===== src/hdl/pmw_defs.svh =====
`ifndef PMW_DEFS_SVH
`define PMW_DEFS_SVH

// ----------------------------------------------------------------------
// Register indices on the device link.
// ----------------------------------------------------------------------
`define PMW_ADDR_W 4
`define PMW_REG_PWRCTL 4'h0
`define PMW_REG_INTSTS 4'h1
`define PMW_REG_INTEN 4'h2
`define PMW_REG_PROBE 4'h3
`define PMW_REG_PHYMODE 4'h4

// ----------------------------------------------------------------------
// Field positions.
// ----------------------------------------------------------------------
`define PMW_READY_BIT 0
`define PMW_SEL_LO 1
`define PMW_SEL_HI 2
`define PMW_WAKE_SOURCE_STATUS_LO 4
`define PMW_WAKE_SOURCE_STATUS_HI 5
`define PMW_PINEN_BIT 8
`define PMW_PULSE_BIT 9
`define PMW_WOLEN_BIT 10
`define PMW_EDEN_BIT 11
`define PMW_PMEINT_BIT 0
`define PMW_EDPD_BIT 13

// ----------------------------------------------------------------------
// Field codes and reset values.
// ----------------------------------------------------------------------
`define PMW_SEL_NORMAL 2'h0
`define PMW_SEL_FRAME 2'h1
`define PMW_SEL_ENERGY 2'h2
`define PMW_WAKE_SOURCE_STATUS_NONE 2'h0
`define PMW_WAKE_SOURCE_STATUS_ENERGY 2'h1
`define PMW_WAKE_SOURCE_STATUS_FRAME 2'h2
`define PMW_CTRL_RESET 32'h0000_0001
`define PMW_READY_RESET 1'b1

// ----------------------------------------------------------------------
// Timing.
// ----------------------------------------------------------------------
`define PMW_CLK_MHZ 125
`define PMW_READY_MS 2
`define PMW_PULSE_MS 50
`define PMW_READY_CYC (`PMW_READY_MS * 1000 * `PMW_CLK_MHZ)
`define PMW_PULSE_CYC (`PMW_PULSE_MS * 1000 * `PMW_CLK_MHZ)

// ----------------------------------------------------------------------
// Host controller register byte offsets on the AHB-Lite side.
// ----------------------------------------------------------------------
`define PMW_H_TARGET 8'h00
`define PMW_H_WDATA 8'h04
`define PMW_H_GO 8'h08
`define PMW_H_STATUS 8'h0c
`define PMW_H_RDATA 8'h10
`define PMW_H_WRITE_BIT 8
`define PMW_H_BUSY_BIT 0
`define PMW_H_WAKE_BIT 1
`define PMW_H_IRQ_BIT 2

`endif


===== src/hdl/pmw_pkg.sv =====
package pmw_pkg;
   typedef enum logic [3:0] {
      PMW_NORMAL = 4'b0001,
      PMW_FRAME_SLEEP = 4'b0010,
      PMW_ENERGY_SLEEP = 4'b0100,
      PMW_WAKING = 4'b1000
   } pmw_state_type;

   typedef enum logic [1:0] {
      PMW_H_IDLE = 2'b01,
      PMW_H_WAIT = 2'b10
   } pmw_host_state_type;

   // Write-one-to-clear with a set that wins over the clear.
   function automatic logic pmw_sticky(input logic cur, input logic set,
                                       input logic clr);
      pmw_sticky = set | (cur & ~clr);
   endfunction
endpackage


===== src/hdl/pmw_if.sv =====
`timescale 1ns/1ps
`include "pmw_defs.svh"

interface pmw_if;
   logic reqValid;
   logic reqWrite;
   logic [`PMW_ADDR_W-1:0] reqAddr;
   logic [31:0] reqWdata;
   logic ackValid;
   logic [31:0] ackRdata;
   logic wakePin;
   logic hostIrq;

   modport dev(input reqValid, input reqWrite, input reqAddr,
               input reqWdata, output ackValid, output ackRdata,
               output wakePin, output hostIrq);
   modport host(output reqValid, output reqWrite, output reqAddr,
                output reqWdata, input ackValid, input ackRdata,
                input wakePin, input hostIrq);
endinterface


===== src/hdl/pmw_device.sv =====
`timescale 1ns/1ps
`include "pmw_defs.svh"

// What this block does
// - Select 01 enters frame-wake sleep state
// - Host sets powerdown bit, then selects 10
// - Entering sleep clears the ready flag
// - Host only reads power control while unready
// - Probe write wakes and resets selection field
// - Writes honoured only after a first read
// - Frame sleep detects frames, drives wake pin
// - Frame detection sets wake source to 10
// - Energy sleep carrier sets source 01, pin
// - Carrier already present reports at once
// - Wake event sets interrupt status, raises irq
// - Interrupt bit clears only after event ends
// - Pulse select gives 50ms pulse, else level
// - Wake pin drops with source, enables cleared
// - Wake source status is host readable
// - Energy sleep gates internal and MAC clocks
// - Registers keep contents across sleep states
// - Host clears powerdown bit after ready
// - Host programs filters before frame sleep
// - Host clears wake source after ready
// - Ready flag set within 2ms of wake
// - Powerdown bit enables energy-detect powerdown
module pmw_device
   import pmw_pkg::*;
#(
   parameter int READY_CYC = `PMW_READY_CYC,
   parameter int PULSE_CYC = `PMW_PULSE_CYC
) (
   // Clock and reset.
   input wire logic clk_sys,
   input wire logic rst_n,
   // Link to the host.
   pmw_if.dev link,
   // Detector inputs from outside the clock domain.
   input wire logic frameDetect,
   input wire logic lineEnergy,
   // Clock gates and PHY control.
   output logic clkEnMacHost,
   output logic clkEnRxPm,
   output logic clkEnInternal,
   output logic phyEnergyPowerdown
);
   // -------------------------------------------------------------------
   // Input synchronisers.
   // -------------------------------------------------------------------
   logic [1:0] syncA_q;
   logic [1:0] syncB_q;
   logic [1:0] syncC_q;
   logic [1:0] detect_q;

   always_ff @(posedge clk_sys) begin
      syncA_q <= {lineEnergy, frameDetect};
      syncB_q <= syncA_q;
      syncC_q <= syncB_q;
   end

   always_ff @(posedge clk_sys) begin
      if (!rst_n) begin
         detect_q <= 2'h0;
      end else begin
         for (int i = 0; i < 2; i++) begin
            if (syncB_q[i] == syncC_q[i]) begin
               detect_q[i] <= syncC_q[i];
            end
         end
      end
   end

   // -------------------------------------------------------------------
   // State and registers.
   // -------------------------------------------------------------------
   pmw_state_type state_q;
   pmw_state_type state_d;
   logic ready_q;
   logic readSeen_q;
   logic [1:0] sel_q;
   logic [1:0] wake_source_status_q;
   logic pinEn_q;
   logic pulseSel_q;
   logic wolEn_q;
   logic edEn_q;
   logic pmeInt_q;
   logic pmeIntEn_q;
   logic edpd_q;
   logic [31:0] waitCnt_q;
   logic [31:0] pulseCnt_q;
   logic wakeEvent_q;
   logic ackValid_q;
   logic [31:0] ackRdata_q;
   logic wakePin_q;
   logic hostIrq_q;

   // -------------------------------------------------------------------
   // Request decode.
   // -------------------------------------------------------------------
   wire asleep = (state_q == PMW_FRAME_SLEEP) ||
                 (state_q == PMW_ENERGY_SLEEP);
   wire rdReq = link.reqValid & ~link.reqWrite;
   wire wrReq = link.reqValid & link.reqWrite;
   wire hitCtl = (link.reqAddr == `PMW_REG_PWRCTL);
   wire hitSts = (link.reqAddr == `PMW_REG_INTSTS);
   wire hitEn = (link.reqAddr == `PMW_REG_INTEN);
   wire hitProbe = (link.reqAddr == `PMW_REG_PROBE);
   wire hitPhy = (link.reqAddr == `PMW_REG_PHYMODE);
   // Writes count only once awake, ready and after a first read.
   wire wrOk = wrReq & ready_q & readSeen_q & (state_q == PMW_NORMAL);
   wire wrCtl = wrOk & hitCtl;
   wire wakeWrite = wrReq & hitProbe & asleep;
   wire [1:0] newSel = link.reqWdata[`PMW_SEL_HI:`PMW_SEL_LO];
   wire [1:0] wupsClr = wrCtl ?
        link.reqWdata[`PMW_WAKE_SOURCE_STATUS_HI:`PMW_WAKE_SOURCE_STATUS_LO] : 2'h0;
   wire frameHit = (state_q == PMW_FRAME_SLEEP) & detect_q[0];
   // A level test also catches carrier present at entry.
   wire energyHit = (state_q == PMW_ENERGY_SLEEP) & detect_q[1];
   wire [1:0] wupsSet = {frameHit, energyHit};
   wire wakeEvent = (wake_source_status_q[1] & wolEn_q) | (wake_source_status_q[0] & edEn_q);
   wire wakeRise = wakeEvent & ~wakeEvent_q;
   wire pulseRun = (pulseCnt_q != 32'h0);
   // Pin follows the event and its enables; pulse mode adds a timer.
   wire pinNext = wakeEvent & pinEn_q &
                  (~pulseSel_q | pulseRun | wakeRise);
   wire readOk = ~asleep & (state_q != PMW_WAKING) | hitCtl;
   wire [31:0] ctlWord = {20'h0, edEn_q, wolEn_q, pulseSel_q, pinEn_q,
                          2'h0, wake_source_status_q, 1'b0, sel_q, ready_q};
   wire [31:0] rdMux =
        !readOk ? 32'h0 :
        hitCtl ? ctlWord :
        hitSts ? {31'h0, pmeInt_q} :
        hitEn ? {31'h0, pmeIntEn_q} :
        hitPhy ? {18'h0, edpd_q, 13'h0} : 32'h0;

   // -------------------------------------------------------------------
   // Power state machine.
   // -------------------------------------------------------------------
   always_comb begin
      state_d = state_q;
      case (state_q)
         PMW_NORMAL: begin
            if (wrCtl && newSel == `PMW_SEL_FRAME) begin
               state_d = PMW_FRAME_SLEEP;
            end else if (wrCtl && newSel == `PMW_SEL_ENERGY) begin
               state_d = PMW_ENERGY_SLEEP;
            end
         end
         PMW_FRAME_SLEEP, PMW_ENERGY_SLEEP: begin
            if (wakeWrite) begin
               state_d = PMW_WAKING;
            end
         end
         PMW_WAKING: begin
            if (waitCnt_q >= 32'(READY_CYC - 1)) begin
               state_d = PMW_NORMAL;
            end
         end
         default: state_d = PMW_NORMAL;
      endcase
   end

   always_ff @(posedge clk_sys) begin
      if (!rst_n) begin
         state_q <= PMW_NORMAL;
         waitCnt_q <= 32'h0;
      end else begin
         state_q <= state_d;
         waitCnt_q <= (state_q == PMW_WAKING) ? waitCnt_q + 32'h1 : 32'h0;
      end
   end

   // Ready drops on sleep entry and returns after the wake wait.
   always_ff @(posedge clk_sys) begin
      if (!rst_n) begin
         ready_q <= `PMW_READY_RESET;
         readSeen_q <= 1'b0;
         sel_q <= `PMW_SEL_NORMAL;
      end else begin
         if (state_d != PMW_NORMAL) begin
            ready_q <= 1'b0;
         end else if (state_q == PMW_WAKING) begin
            ready_q <= 1'b1;
         end
         if (state_q == PMW_WAKING) begin
            readSeen_q <= 1'b0;
         end else if (rdReq && readOk) begin
            readSeen_q <= 1'b1;
         end
         if (wakeWrite) begin
            sel_q <= `PMW_SEL_NORMAL;
         end else if (wrCtl) begin
            sel_q <= newSel;
         end
      end
   end

   // -------------------------------------------------------------------
   // Configuration and status; untouched by sleep.
   // -------------------------------------------------------------------
   always_ff @(posedge clk_sys) begin
      if (!rst_n) begin
         pinEn_q <= 1'b0;
         pulseSel_q <= 1'b0;
         wolEn_q <= 1'b0;
         edEn_q <= 1'b0;
         pmeIntEn_q <= 1'b0;
         edpd_q <= 1'b0;
      end else begin
         if (wrCtl) begin
            pinEn_q <= link.reqWdata[`PMW_PINEN_BIT];
            pulseSel_q <= link.reqWdata[`PMW_PULSE_BIT];
            wolEn_q <= link.reqWdata[`PMW_WOLEN_BIT];
            edEn_q <= link.reqWdata[`PMW_EDEN_BIT];
         end
         if (wrOk && hitEn) begin
            pmeIntEn_q <= link.reqWdata[`PMW_PMEINT_BIT];
         end
         if (wrOk && hitPhy) begin
            edpd_q <= link.reqWdata[`PMW_EDPD_BIT];
         end
      end
   end

   always_ff @(posedge clk_sys) begin
      if (!rst_n) begin
         wake_source_status_q <= `PMW_WAKE_SOURCE_STATUS_NONE;
         pmeInt_q <= 1'b0;
         wakeEvent_q <= 1'b0;
         pulseCnt_q <= 32'h0;
      end else begin
         for (int i = 0; i < 2; i++) begin
            wake_source_status_q[i] <= pmw_sticky(wake_source_status_q[i], wupsSet[i], wupsClr[i]);
         end
         // Clearing only works once the event has ended.
         pmeInt_q <= pmw_sticky(pmeInt_q, wakeEvent,
                     wrOk & hitSts & link.reqWdata[`PMW_PMEINT_BIT]);
         wakeEvent_q <= wakeEvent;
         if (wakeRise) begin
            pulseCnt_q <= 32'(PULSE_CYC - 1);
         end else if (pulseRun) begin
            pulseCnt_q <= pulseCnt_q - 32'h1;
         end
      end
   end

   // -------------------------------------------------------------------
   // Outputs.
   // -------------------------------------------------------------------
   always_ff @(posedge clk_sys) begin
      if (!rst_n) begin
         ackValid_q <= 1'b0;
         ackRdata_q <= 32'h0;
         wakePin_q <= 1'b0;
         hostIrq_q <= 1'b0;
         clkEnMacHost <= 1'b1;
         clkEnRxPm <= 1'b1;
         clkEnInternal <= 1'b1;
         phyEnergyPowerdown <= 1'b0;
      end else begin
         ackValid_q <= link.reqValid;
         ackRdata_q <= rdReq ? rdMux : 32'h0;
         wakePin_q <= pinNext;
         hostIrq_q <= pmeInt_q & pmeIntEn_q;
         clkEnMacHost <= ~asleep;
         clkEnRxPm <= (state_q != PMW_ENERGY_SLEEP);
         clkEnInternal <= (state_q != PMW_ENERGY_SLEEP);
         phyEnergyPowerdown <= edpd_q;
      end
   end

   assign link.ackValid = ackValid_q;
   assign link.ackRdata = ackRdata_q;
   assign link.wakePin = wakePin_q;
   assign link.hostIrq = hostIrq_q;
endmodule


===== src/flat_wrapper.sv =====
// flat-port wrapper written by rule: the top's interface ports become plain ports
module pmw_device_flat import pmw_pkg::*;
#(
   parameter int READY_CYC = `PMW_READY_CYC,
   parameter int PULSE_CYC = `PMW_PULSE_CYC
)
  (clk_sys, rst_n, frameDetect, lineEnergy, clkEnMacHost, clkEnRxPm, clkEnInternal, phyEnergyPowerdown, link_reqValid, link_reqWrite, link_reqAddr, link_reqWdata, link_ackValid, link_ackRdata, link_wakePin, link_hostIrq);
  pmw_if link_i ();
  input wire logic clk_sys;
  input wire logic rst_n;
  input wire logic frameDetect;
  input wire logic lineEnergy;
  output logic clkEnMacHost;
  output logic clkEnRxPm;
  output logic clkEnInternal;
  output logic phyEnergyPowerdown;
  input wire logic [$bits(link_i.reqValid)-1:0] link_reqValid;
  input wire logic [$bits(link_i.reqWrite)-1:0] link_reqWrite;
  input wire logic [$bits(link_i.reqAddr)-1:0] link_reqAddr;
  input wire logic [$bits(link_i.reqWdata)-1:0] link_reqWdata;
  output wire logic [$bits(link_i.ackValid)-1:0] link_ackValid;
  output wire logic [$bits(link_i.ackRdata)-1:0] link_ackRdata;
  output wire logic [$bits(link_i.wakePin)-1:0] link_wakePin;
  output wire logic [$bits(link_i.hostIrq)-1:0] link_hostIrq;
  assign link_i.reqValid = link_reqValid;
  assign link_i.reqWrite = link_reqWrite;
  assign link_i.reqAddr = link_reqAddr;
  assign link_i.reqWdata = link_reqWdata;
  assign link_ackValid = link_i.ackValid;
  assign link_ackRdata = link_i.ackRdata;
  assign link_wakePin = link_i.wakePin;
  assign link_hostIrq = link_i.hostIrq;
  pmw_device #(.READY_CYC(READY_CYC), .PULSE_CYC(PULSE_CYC)) u_core (.clk_sys(clk_sys), .rst_n(rst_n), .link(link_i), .frameDetect(frameDetect), .lineEnergy(lineEnergy), .clkEnMacHost(clkEnMacHost), .clkEnRxPm(clkEnRxPm), .clkEnInternal(clkEnInternal), .phyEnergyPowerdown(phyEnergyPowerdown));
endmodule

===== config.mk =====
export PLATFORM = sky130hd
export DESIGN_NAME = pmw_device_flat
export DESIGN_NICKNAME = d
export VERILOG_FILES = /design/src/hdl/pmw_pkg.sv /design/src/hdl/pmw_if.sv /design/src/hdl/pmw_device.sv /design/src/flat_wrapper.sv
export VERILOG_INCLUDE_DIRS = /design/src /design/src/hdl
export SDC_FILE = /design/constraint.sdc
export NUM_CORES = 1
export LEC_CHECK = 0
export BUFFER_PORTS_ARGS = -buffer_cell sky130_fd_sc_hd__buf_2
export CORE_ASPECT_RATIO = 1.2
export CORE_MARGIN = 3
export CORE_UTILIZATION = 25
export CTS_BUF_LIST = sky130_fd_sc_hd__clkbuf_8
export DETAILED_ROUTE_END_ITERATION = 12
export PLACE_DENSITY = 0.41
export SLEW_MARGIN = 10
export SYNTH_ARGS = -nofsm -noshare
export SYNTH_HDL_FRONTEND = slang
export SYNTH_SLANG_ARGS = --single-unit

===== constraint.sdc =====
create_clock -name clk_sys -period 2.65 [get_ports clk_sys]
set_input_delay 0.1325 -clock clk_sys [delete_from_list [all_inputs] [get_ports clk_sys]]
set_output_delay 0.1325 -clock clk_sys [all_outputs]
set_load 0.02 [all_outputs]

==> results of run 1 <==
[critical path: stages, from the launching register on]
cell and delay [ns]:
dfxtp_1 0.36, or4_4 0.58, or3_4 0.44, or3_4 0.42, and2_1 0.15, o31a_1 0.26
[how the worst max path moves through the flow]
stage | slack, ns | startpoint | to | depth (start not counted)
after CTS | 0.33 | u_core.pulseCnt_q[24] | u_core.pulseCnt_q[2] | 5
after global placement | 0.27 | u_core.pulseCnt_q[12] | u_core.pulseCnt_q[8] | 6
final | 0.34 | u_core.pulseCnt_q[24] | u_core.pulseCnt_q[2] | 5
after detailed placement | 0.32 | u_core.pulseCnt_q[12] | u_core.pulseCnt_q[9] | 6
after global routing | 0.18 | u_core.pulseCnt_q[12] | u_core.pulseCnt_q[9] | 6
after floorplan | 0.44 | u_core.pulseCnt_q[24] | u_core.pulseCnt_q[2] | 5
[cells in the final DEF (no fill, tap or decap), types with 14 or more instances in the layout]
| cell | n |
|---|---|
| a21oi_1 | 19 |
| and2_1 | 14 |
| buf_2 | 36 |
| conb_1 | 22 |
| dfxtp_1 | 106 |
| nand2_1 | 27 |
| nand3_1 | 22 |
| nor2_1 | 50 |
| nor2b_1 | 14 |
| nor3_1 | 14 |
| nor4_1 | 17 |
| o21ai_0 | 16 |
| or3_1 | 15 |
| xnor2_1 | 22 |
| xor2_1 | 19 |
[cells by family after synthesis]
kind of cell             after synthesis
AND/OR/NAND/NOR                      231
flip-flops                           106
AO/OA/AOI/OAI                         89
buffers and inverters                 53
XOR/XNOR                              41
multiplexers                          10
adder cells (fa/ha/maj)                2
other                                  1
[cell usage after synthesis, types with 8 or more instances]
cell | count | share of area
dfxtp_1 | 106 | 0.44
nor2_1 | 50 | 0.039
nand2_1 | 27 | 0.021
buf_4 | 23 | 0.036
nand3_1 | 22 | 0.023
xnor2_1 | 22 | 0.040
a21oi_1 | 19 | 0.020
xor2_1 | 19 | 0.035
clkbuf_1 | 18 | 0.014
nor4_1 | 17 | 0.022
o21ai_0 | 16 | 0.017
or3_1 | 15 | 0.020
and2_1 | 14 | 0.018
nor2b_1 | 14 | 0.018
nor3_1 | 14 | 0.015
a21boi_0 | 13 | 0.020
nand4_1 | 13 | 0.017
and3_1 | 12 | 0.016
mux2i_1 | 10 | 0.021
and4_1 | 8 | 0.015
inv_1 | 8 | 0.0063
[layer usage]
metal | vias to the layer above | wire length [um]
met1 | 1761 | 4950
met5 | - | 0
met2 | 34 | 5320
met4 | 0 | 129
li1 | 1949 | -
met3 | 9 | 237
[state kept, by name, summed over array words and instances, names as in the netlist, 4 cells and up]
register / flops
u_core.link.ackRdata: 10
u_core.state_q: 4
u_core.waitCnt_q: 32
u_core.pulseCnt_q: 32
[per-stage QoR]
| step | utilization | cells | setup slack (ns) |
|---|---|---|---|
| 4_1_cts | 0.298 | 832 | 0.327 |
| 3_3_place_gp | 0.281 | 808 | 0.274 |
| 2_1_floorplan | - | 554 | 0.441 |
| 5_1_grt | 0.298 | 832 | 0.177 |
| 3_5_place_dp | 0.281 | 808 | 0.320 |
| 6_report | 0.298 | 832 | 0.339 |
[layout make-up]
type | instances | area (sq um) | area share
Clock inverter | 7 | 116 | 0.0211
Clock buffer | 9 | 124 | 0.0225
Multi-Input combinational cell | 395 | 2470 | 0.447
Inverter | 8 | 30.0 | 0.00544
Tap cell | 252 | 315 | 0.0572
Sequential cell | 106 | 2120 | 0.385
Timing Repair Buffer | 55 | 343 | 0.0621
[power groups by stage]
stage / clock (uW) / combinational [uW] / sequential, uW
CTS: 1240 / 1990 / 1990
global route: 1310 / 2180 / 2030
floorplan: 0 / 1570 / 1970
global placement: 0 / 1960 / 2020
detailed placement: 0 / 1970 / 2020
finish: 1180 / 1970 / 1990
==> results.py, run 1 <==
metrics = {
    "pwr": {
        "p_int_uw": 3250,
        "p_leak_uw": 0.00197,
        "combPwrFrac": 0.383,
        "powerDensity_mw_per_mm2": 931,
        "p_clk_frac": 0.230,
        "p_sw_frac": 0.367,
        "irDropWorstVdd_mv": 0.731,
        "net-switching-power_uw": 1880,
        "total_power_uw": 5140,
        "seqPwrFrac": 0.387,
    },
    "cells_and_area": {
        "area_delta_synth_final_pct": 15.0,
        "final_cell_area_sq_mm": 0.00552,
        "fillCellCount": 2043,
        "nets": 619,
        "layout-drive-gt1-share": 0.140,
        "antenna_cells": 0,
    },
    "min_path": {
        "hold_depth": 3,
        "hp-start": "link_reqWdata[2]",
        "min_to": "u_core.sel_q[1]",
        "hold_path_class": "in2reg",
    },
    "clock_tree": {
        "clkTransAtPathRegs_ns": 0.10,
        "clock-sinks": 106,
        "cts_tree": "done",
        "numCtsBuffers": 9,
        "clk_latency_ns": 0.37,
        "h-tree-depth": 3,
        "post_cts_buffers": 0,
        "postCtsHoldBufs": 8,
        "root_buffer": "clkbuf_8",
        "clockBufferDepth": 2,
        "cts_resized": 0,
    },
    "synth": {
        "muxShareOfSynthArea": 0.0209,
        "yosysWarnings": 0,
        "synth_cell_types": 55,
        "ys.flop_type": "dfxtp_1",
        "synth_xor_area_frac": 0.0748,
        "synth_edf_count": 0,
        "synth_seq_cells": 106,
        "synth_top_family_by_area": "simple AND/OR/NAND/NOR gates",
        "synth_adder_area_share": 0.00522,
        "seq_area_frac_synth": 0.442,
        "synthCells": 533,
        "synth-simple-area-share": 0.267,
        "avgSynthCellArea_sq_um": 9.00,
        "async_reset_ff_frac": 0,
        "synth_compound_area_frac": 0.129,
        "synth_area_sq_mm": 0.00480,
    },
    "placed_design": {
        "portBuffers": 36,
        "dp_hpwl_mm": 7.63,
        "finalWeightedCongestion": 0.760,
        "placed_area_sq_mm": 0.00520,
    },
    "floorplan": {
        "rows": 54,
        "core_region_area_sq_mm": 0.0185,
        "dieArea_sq_mm": 0.0209,
        "start_util": 0.259,
        "die_w_um": 132,
        "io_pins": 81,
        "die_y_um": 158,
    },
    "detailed_routing": {
        "drtIter0Drc": 165,
        "routedWlPerCell_um": 12.8,
        "vias": 3753,
        "drtPass1Iterations": 4,
        "wl_mm": 10.6,
        "antenna_left": 0,
        "vias_per_cell": 4.51,
        "drc_errors": 0,
    },
    "timing": {
        "holdWs_ns": 0.0282,
        "finalMaxSlewViolations": 0,
        "period_needed_ns": 2.31,
        "tightest_slew_ns": 0.723,
        "rsz0062_at_grt": "false",
        "setup_tns_ns": 0,
        "setup_violations": 0,
        "slew_headroom": 0.515,
        "fin_skew_ns": 0.00910,
        "timing.final.crit_share": 0.872,
        "max_freq_ghz": 0.433,
        "hold_violations": 0,
    },
    "worst_setup_path": {
        "crit_fanout": 6,
        "r2r-end": "u_core.pulseCnt_q[2]",
        "r2r_cells": 5,
        "critPathKind": "reg2reg",
        "crit_required_ns": 2.92,
        "arrival_ns": 2.59,
        "rr_startpoint": "u_core.pulseCnt_q[24]",
        "cp-end-kind": "flop",
        "start_kind": "flop",
        "r2r_setup_slack_ns": 0.34,
    },
    "global_routing": {
        "grt_pass1_wl_mm": 17.7,
        "grt_start_max_net_pins": 31,
        "grt-ovfl-total": 0,
        "use_met2": 0.178,
        "grt_use_met3": 0.0267,
        "grt_busiest_layer": "met2",
        "antenna_found_initial": 0,
        "track_usage": 0.103,
        "met1_usage": 0.129,
        "grt_pass1_vias": 3594,
    },
    "run_status": {
        "status": "complete, no violations",
    },
    "flow_run": {
        "maxCapViolations": 0,
    },
}
No activity file was read; power rests on OpenSTA's default activity.
==> run 2, diff against run 1 <==
--- a/config.mk
+++ b/config.mk
@@ -9,10 +9,10 @@
 export BUFFER_PORTS_ARGS = -buffer_cell sky130_fd_sc_hd__buf_2
 export CORE_ASPECT_RATIO = 1.2
 export CORE_MARGIN = 3
-export CORE_UTILIZATION = 25
+export CORE_UTILIZATION = 56
 export CTS_BUF_LIST = sky130_fd_sc_hd__clkbuf_8
 export DETAILED_ROUTE_END_ITERATION = 12
-export PLACE_DENSITY = 0.41
+export PLACE_DENSITY = 0.79
 export SLEW_MARGIN = 10
 export SYNTH_ARGS = -nofsm -noshare
 export SYNTH_HDL_FRONTEND = slang
==> run 2 against run 1 <==
  * Sequential cell count unchanged
  * Critical path depth increased by 1
  * Fmax shrank 1.4%
  * Register-to-register slack worse by 0.03 ns
  * Clock skew barely moved
  * Routed wire length down 11%
  * Critical endpoint is now u_core.pulseCnt_q[0]
  * Highest routed layer unchanged
==> results.py, run 2 (same netlist as run 1, synthesis figures left out) <==
metrics = {
    "run_status": {
        "status": "complete, no violations",
    },
    "min_path": {
        "hold_path_class": "in2reg",
    },
    "worst_setup_path": {
        "critPathKind": "reg2reg",
        "crit_fanout": 7,
        "start_kind": "flop",
        "r2r_setup_slack_ns": 0.31,
        "arrival_ns": 2.58,
        "cp-end-kind": "flop",
        "critPathLaunch": "u_core.pulseCnt_q[12]",
        "rr_startpoint": "u_core.pulseCnt_q[12]",
        "r2r_cells": 6,
        "r2r-end": "u_core.pulseCnt_q[0]",
        "crit_required_ns": 2.89,
        "crit_end": "u_core.pulseCnt_q[0]",
    },
    "pwr": {
        "p_clk_frac": 0.190,
        "seqPwrFrac": 0.412,
        "p_int_uw": 2970,
        "powerDensity_mw_per_mm2": 927,
        "combPwrFrac": 0.399,
        "net-switching-power_uw": 1850,
        "p_leak_uw": 0.00190,
        "irDropWorstVdd_mv": 0.440,
        "p_sw_frac": 0.384,
    },
    "detailed_routing": {
        "drtIter0Drc": 115,
        "wl_mm": 9.43,
        "drtPass1Iterations": 4,
        "routedWlPerCell_um": 13.8,
        "vias_per_cell": 5.57,
        "antenna_left": 0,
        "vias": 3813,
        "drc_errors": 0,
    },
    "timing": {
        "max_freq_ghz": 0.427,
        "period_needed_ns": 2.34,
        "timing.final.crit_share": 0.884,
        "slew_headroom": 0.588,
        "setup_violations": 0,
        "setup_tns_ns": 0,
        "tightest_slew_ns": 0.615,
        "fin_skew_ns": 0.00880,
        "hold_violations": 0,
        "finalMaxSlewViolations": 0,
        "rsz0062_at_grt": "false",
    },
    "cells_and_area": {
        "area_delta_synth_final_pct": 8.42,
        "antenna_cells": 0,
        "nets": 611,
        "final_common_cell": "dfxtp_1",
        "final_cell_area_sq_mm": 0.00520,
        "layout-drive-gt1-share": 0.137,
        "final_cell_mix": "106 x dfxtp_1, 50 x nor2_1, 36 x buf_2",
        "final_util": 0.631,
        "fillCellCount": 720,
    },
    "clock_tree": {
        "clkTransAtPathRegs_ns": 0.10,
        "cts_tree": "done",
        "clock-sinks": 106,
        "numCtsBuffers": 9,
        "h-tree-depth": 3,
        "clockBufferDepth": 2,
        "root_buffer": "clkbuf_8",
        "post_cts_buffers": 0,
        "clk_latency_ns": 0.37,
    },
    "floorplan": {
        "rows": 36,
        "start_util": 0.582,
        "core_region_area_sq_mm": 0.00824,
        "die_w_um": 90.5,
        "die_y_um": 107,
        "io_pins": 81,
        "dieArea_sq_mm": 0.00972,
    },
    "global_routing": {
        "grt_start_max_net_pins": 35,
        "grt-ovfl-total": 0,
        "grt_pass1_vias": 3572,
        "track_usage": 0.201,
        "grt_pass1_wl_mm": 16.1,
        "antenna_found_initial": 0,
    },
    "placed_design": {
        "dp_hpwl_mm": 6.93,
        "portBuffers": 36,
        "finalWeightedCongestion": 0.833,
        "placed_area_sq_mm": 0.00501,
    },
    "flow_run": {
        "maxCapViolations": 0,
    },
}
-- run 2: changes by cell type in the layout (fill, tap and decap cells not counted) --
cell | previous run | this run
dlygate4sd3_1 | 8 | 2
bufinv_16 | 3 | 0
buf_4 | 11 | 9
clkinv_2 | 2 | 1
clkinv_4 | 0 | 1
inv_6 | 1 | 2
inv_8 | 0 | 1
-- run 2: stage by stage --
step           worst slack [ns]  power, uW  hold WS (ns)  cells
6_report                  0.307       4830        0.0207    685
5_1_grt                  0.0542       5190        0.0465    685
4_1_cts                   0.312       4830       0.00868    685
3_5_place_dp              0.341       3920         0.239    668
3_3_place_gp              0.369       3870         0.237    668
2_1_floorplan             0.441       3540         0.160    554
-- run 2: worst min path at each step --
| stage | start | end | slack, ns | depth (start not counted) |
|---|---|---|---|---|
| floorplan | frameDetect | u_core.syncA_q[0] | 0.16 | 0 |
| global placement | frameDetect | u_core.syncA_q[0] | 0.24 | 1 |
| detailed placement | lineEnergy | u_core.syncA_q[1] | 0.24 | 1 |
| CTS | link_reqValid | u_core.link.ackValid | 0.009 | 2 |
| global route | link_reqValid | u_core.link.ackValid | 0.05 | 2 |
| finish | link_reqValid | u_core.link.ackValid | 0.02 | 2 |
-- run 2: critical path, stage by stage, from the launching register on --
cell,delay (ns)
dfxtp_1,0.36
nor4_1,0.46
nand4_1,0.37
buf_4,0.27
nor3_1,0.48
xnor2_1,0.18
a21boi_0,0.10
-- run 2: routing by layer --
| layer | GRT usage | wire, um | vias to the layer above | share of wire |
|---|---|---|---|---|
| met4 | 0.0788 | 133 | 0 | 0.014 |
| li1 | - | - | 1928 | - |
| met5 | 0 | 0 | - | 0 |
| met3 | 0.0308 | 226 | 12 | 0.024 |
| met2 | 0.357 | 4790 | 58 | 0.51 |
| met1 | 0.245 | 4280 | 1815 | 0.45 |
-- run 2: what timing repair did --
item / 4_1_cts / 5_1_grt
resized for setup: 0 / 0
hold buffers: 2 / 0
hold endpoints to repair: 2 / 0
-- run 2: power groups by stage --
stage | registers, uW | logic [uW] | clock network, uW
4_1_cts | 1980 | 1920 | 930
2_1_floorplan | 1970 | 1570 | 0
6_report | 1990 | 1920 | 915
3_5_place_dp | 2020 | 1900 | 0
5_1_grt | 2010 | 2180 | 995
3_3_place_gp | 2000 | 1870 | 0
-- run 2: final cells by class --
type,count,area [sq um],area share
inverter,8,30.0,0.00577
clock buffer,9,124,0.0238
clock inverter,6,50.0,0.00962
timing repair buffer,47,268,0.0515
tap,114,143,0.0274
sequential,106,2120,0.408
multi-input combinational,395,2470,0.474
==> run 3, diff against run 2 <==
--- a/config.mk
+++ b/config.mk
@@ -10,9 +10,10 @@
 export CORE_ASPECT_RATIO = 1.2
 export CORE_MARGIN = 3
 export CORE_UTILIZATION = 56
-export CTS_BUF_LIST = sky130_fd_sc_hd__clkbuf_8
+export CTS_BUF_LIST = sky130_fd_sc_hd__clkbuf_2
 export DETAILED_ROUTE_END_ITERATION = 12
 export PLACE_DENSITY = 0.79
+export REMOVE_ABC_BUFFERS = 1
 export SLEW_MARGIN = 10
 export SYNTH_ARGS = -nofsm -noshare
 export SYNTH_HDL_FRONTEND = slang
==> run 3 against run 2 <==
  * Worst setup slack got worse by 0.054 ns
  * Core utilization rose by 3.0 points
  * Via count rose by 4.6%
  * Clock power fell by 2.6%
  * Sequential cell count did not move
  * Routed wire length rose by 6.2%
  * Final cell count rose by 4.1%
  * Sequential share of layout area fell by 1.9 points
  * Combinational power rose by 4%
  * Register-to-register slack got worse by 0.05 ns
  * Clock skew rose by 0.027 ns
  * Critical path type unchanged
  * Critical endpoint is now u_core.pinEn_q
==> results.py, run 3 (same netlist as run 1, synthesis figures left out) <==
metrics = {
    "run_status": {
        "status": "complete, no violations",
    },
    "timing": {
        "setup_slack_ns": 0.253,
        "tightest_slew_ns": 0.583,
        "setup_tns_ns": 0,
        "hold_violations": 0,
        "slew_headroom": 0.608,
        "rsz0062_at_grt": "false",
        "period_needed_ns": 2.40,
        "timing.final.crit_share": 0.904,
        "finalMaxSlewViolations": 0,
        "max_freq_ghz": 0.417,
        "setup_violations": 0,
        "fin_skew_ns": 0.0361,
    },
    "worst_setup_path": {
        "arrival_ns": 2.92,
        "r2r_cells": 5,
        "critPathKind": "reg2reg",
        "cp-end-kind": "flop",
        "crit_required_ns": 3.17,
        "start_kind": "flop",
        "r2r-end": "u_core.pinEn_q",
        "critPathLaunch": "u_core.state_q[0]",
        "crit_end": "u_core.pinEn_q",
        "crit_fanout": 9,
        "r2r_setup_slack_ns": 0.25,
        "rr_startpoint": "u_core.state_q[0]",
    },
    "cells_and_area": {
        "final_cell_mix": "106 x dfxtp_1, 50 x nor2_1, 36 x buf_2",
        "fillCellCount": 658,
        "nets": 637,
        "area_delta_synth_final_pct": 13.6,
        "layout-drive-gt1-share": 0.134,
        "regArea_sq_mm": 0.00212,
        "layout.cells.non_filler": 713,
        "final_common_cell": "dfxtp_1",
        "multi_input_area_sq_mm": 0.00247,
    },
    "pwr": {
        "irDropWorstVdd_mv": 0.459,
        "powerDensity_mw_per_mm2": 893,
        "p_leak_uw": 0.00203,
    },
    "placed_design": {
        "finalWeightedCongestion": 0.881,
        "dp_cells": 668,
        "dp_hpwl_mm": 6.88,
        "dp_worst_setup_slack_ns": 0.318,
        "portBuffers": 36,
    },
    "global_routing": {
        "grt-ovfl-total": 0,
        "track_usage": 0.213,
        "grt_start_max_net_pins": 32,
        "antenna_found_initial": 0,
        "grt_pass1_wl_mm": 17.2,
        "grt_pass1_vias": 3869,
    },
    "clock_tree": {
        "h-tree-depth": 3,
        "clk_latency_ns": 0.60,
        "root_buffer": "clkbuf_2",
        "clockBufferDepth": 2,
        "clock-sinks": 106,
        "post_cts_buffers": 0,
        "clkTransAtPathRegs_ns": 0.28,
        "numCtsBuffers": 9,
        "cts_tree": "done",
    },
    "detailed_routing": {
        "drc_errors": 0,
        "vias_per_cell": 5.59,
        "drtIter0Drc": 163,
        "vias": 3989,
        "drtPass1Iterations": 6,
        "wl_mm": 10.0,
        "antenna_left": 0,
        "routedWlPerCell_um": 14.0,
    },
    "floorplan": {
        "dieArea_sq_mm": 0.00972,
        "start_util": 0.582,
        "io_pins": 81,
        "rows": 36,
        "core_region_area_sq_mm": 0.00824,
        "die_w_um": 90.5,
        "die_y_um": 107,
    },
    "min_path": {
        "hold_depth": 5,
        "hold_path_class": "in2reg",
    },
    "flow_run": {
        "maxCapViolations": 0,
    },
}
-- run 3: cell count changes in the layout (fill, tap and decap cells not counted), sizes merged --
cell / before / now
diode: 0 / 1
clkinvlp: 1 / 0
dlygate4sd3: 2 / 28
bufinv: 0 / 2
-- run 3: through the flow --
step	hold slack, ns	cell area [sq um]	total power [uW]	util
floorplan	0.160	4620	3450	-
global placement	0.236	5010	3870	0.608
detailed placement	0.239	5010	3960	0.608
CTS	0.000816	5440	4880	0.660
global route	0.0420	5450	5210	0.661
finish	0.0337	5450	4870	0.661
-- run 3: power by group --
part	switching (uW)	internal, uW
sequential	194	1800
clock	557	334
combinational	1140	846
-- run 3: what timing repair did --
action | CTS | global route
hold buffers | 28 | 0
setup endpoints to repair | 0 | 7
hold endpoints to repair | 34 | 0
gates resized for setup | 0 | 1
-- run 3: area by class of cell --
class                   count  area share
multi-input cells         395       0.454
repair buffers             73      0.0969
well taps                 114      0.0262
clock inverters             7      0.0200
inverters                   8     0.00551
flip-flops and latches    106       0.389
clock buffers               9     0.00826
diodes                      1    0.000459
-- run 3: how the worst min path moves through the flow --
stage | start | end | slack [ns]
floorplan | frameDetect | u_core.syncA_q[0] | 0.16
global placement | lineEnergy | u_core.syncA_q[1] | 0.24
detailed placement | lineEnergy | u_core.syncA_q[1] | 0.24
CTS | link_reqAddr[0] | u_core.pmeInt_q | 0.0008
global route | link_reqAddr[0] | u_core.state_q[1] | 0.04
finish | link_reqAddr[0] | u_core.pmeInt_q | 0.03
-- run 3: critical path, cell delays in order, from the launching register on --
cell and delay [ns]:
dfxtp_1 0.54, nor4b_2 0.39, and3_1 0.54, mux2i_1 0.27
nor2b_1 0.06, dlygate4sd3_1 0.55
-- run 3: routing by layer --
layer / track usage / vias to the layer above / routed length, um / part of all wire
met2: 0.391 / 89 / 5220 / 0.52
met4: 0.0788 / 0 / 205 / 0.020
met1: 0.250 / 1893 / 4190 / 0.42
met5: 0 / - / 0 / 0
met3: 0.0329 / 21 / 397 / 0.040
li1: - / 1986 / - / -
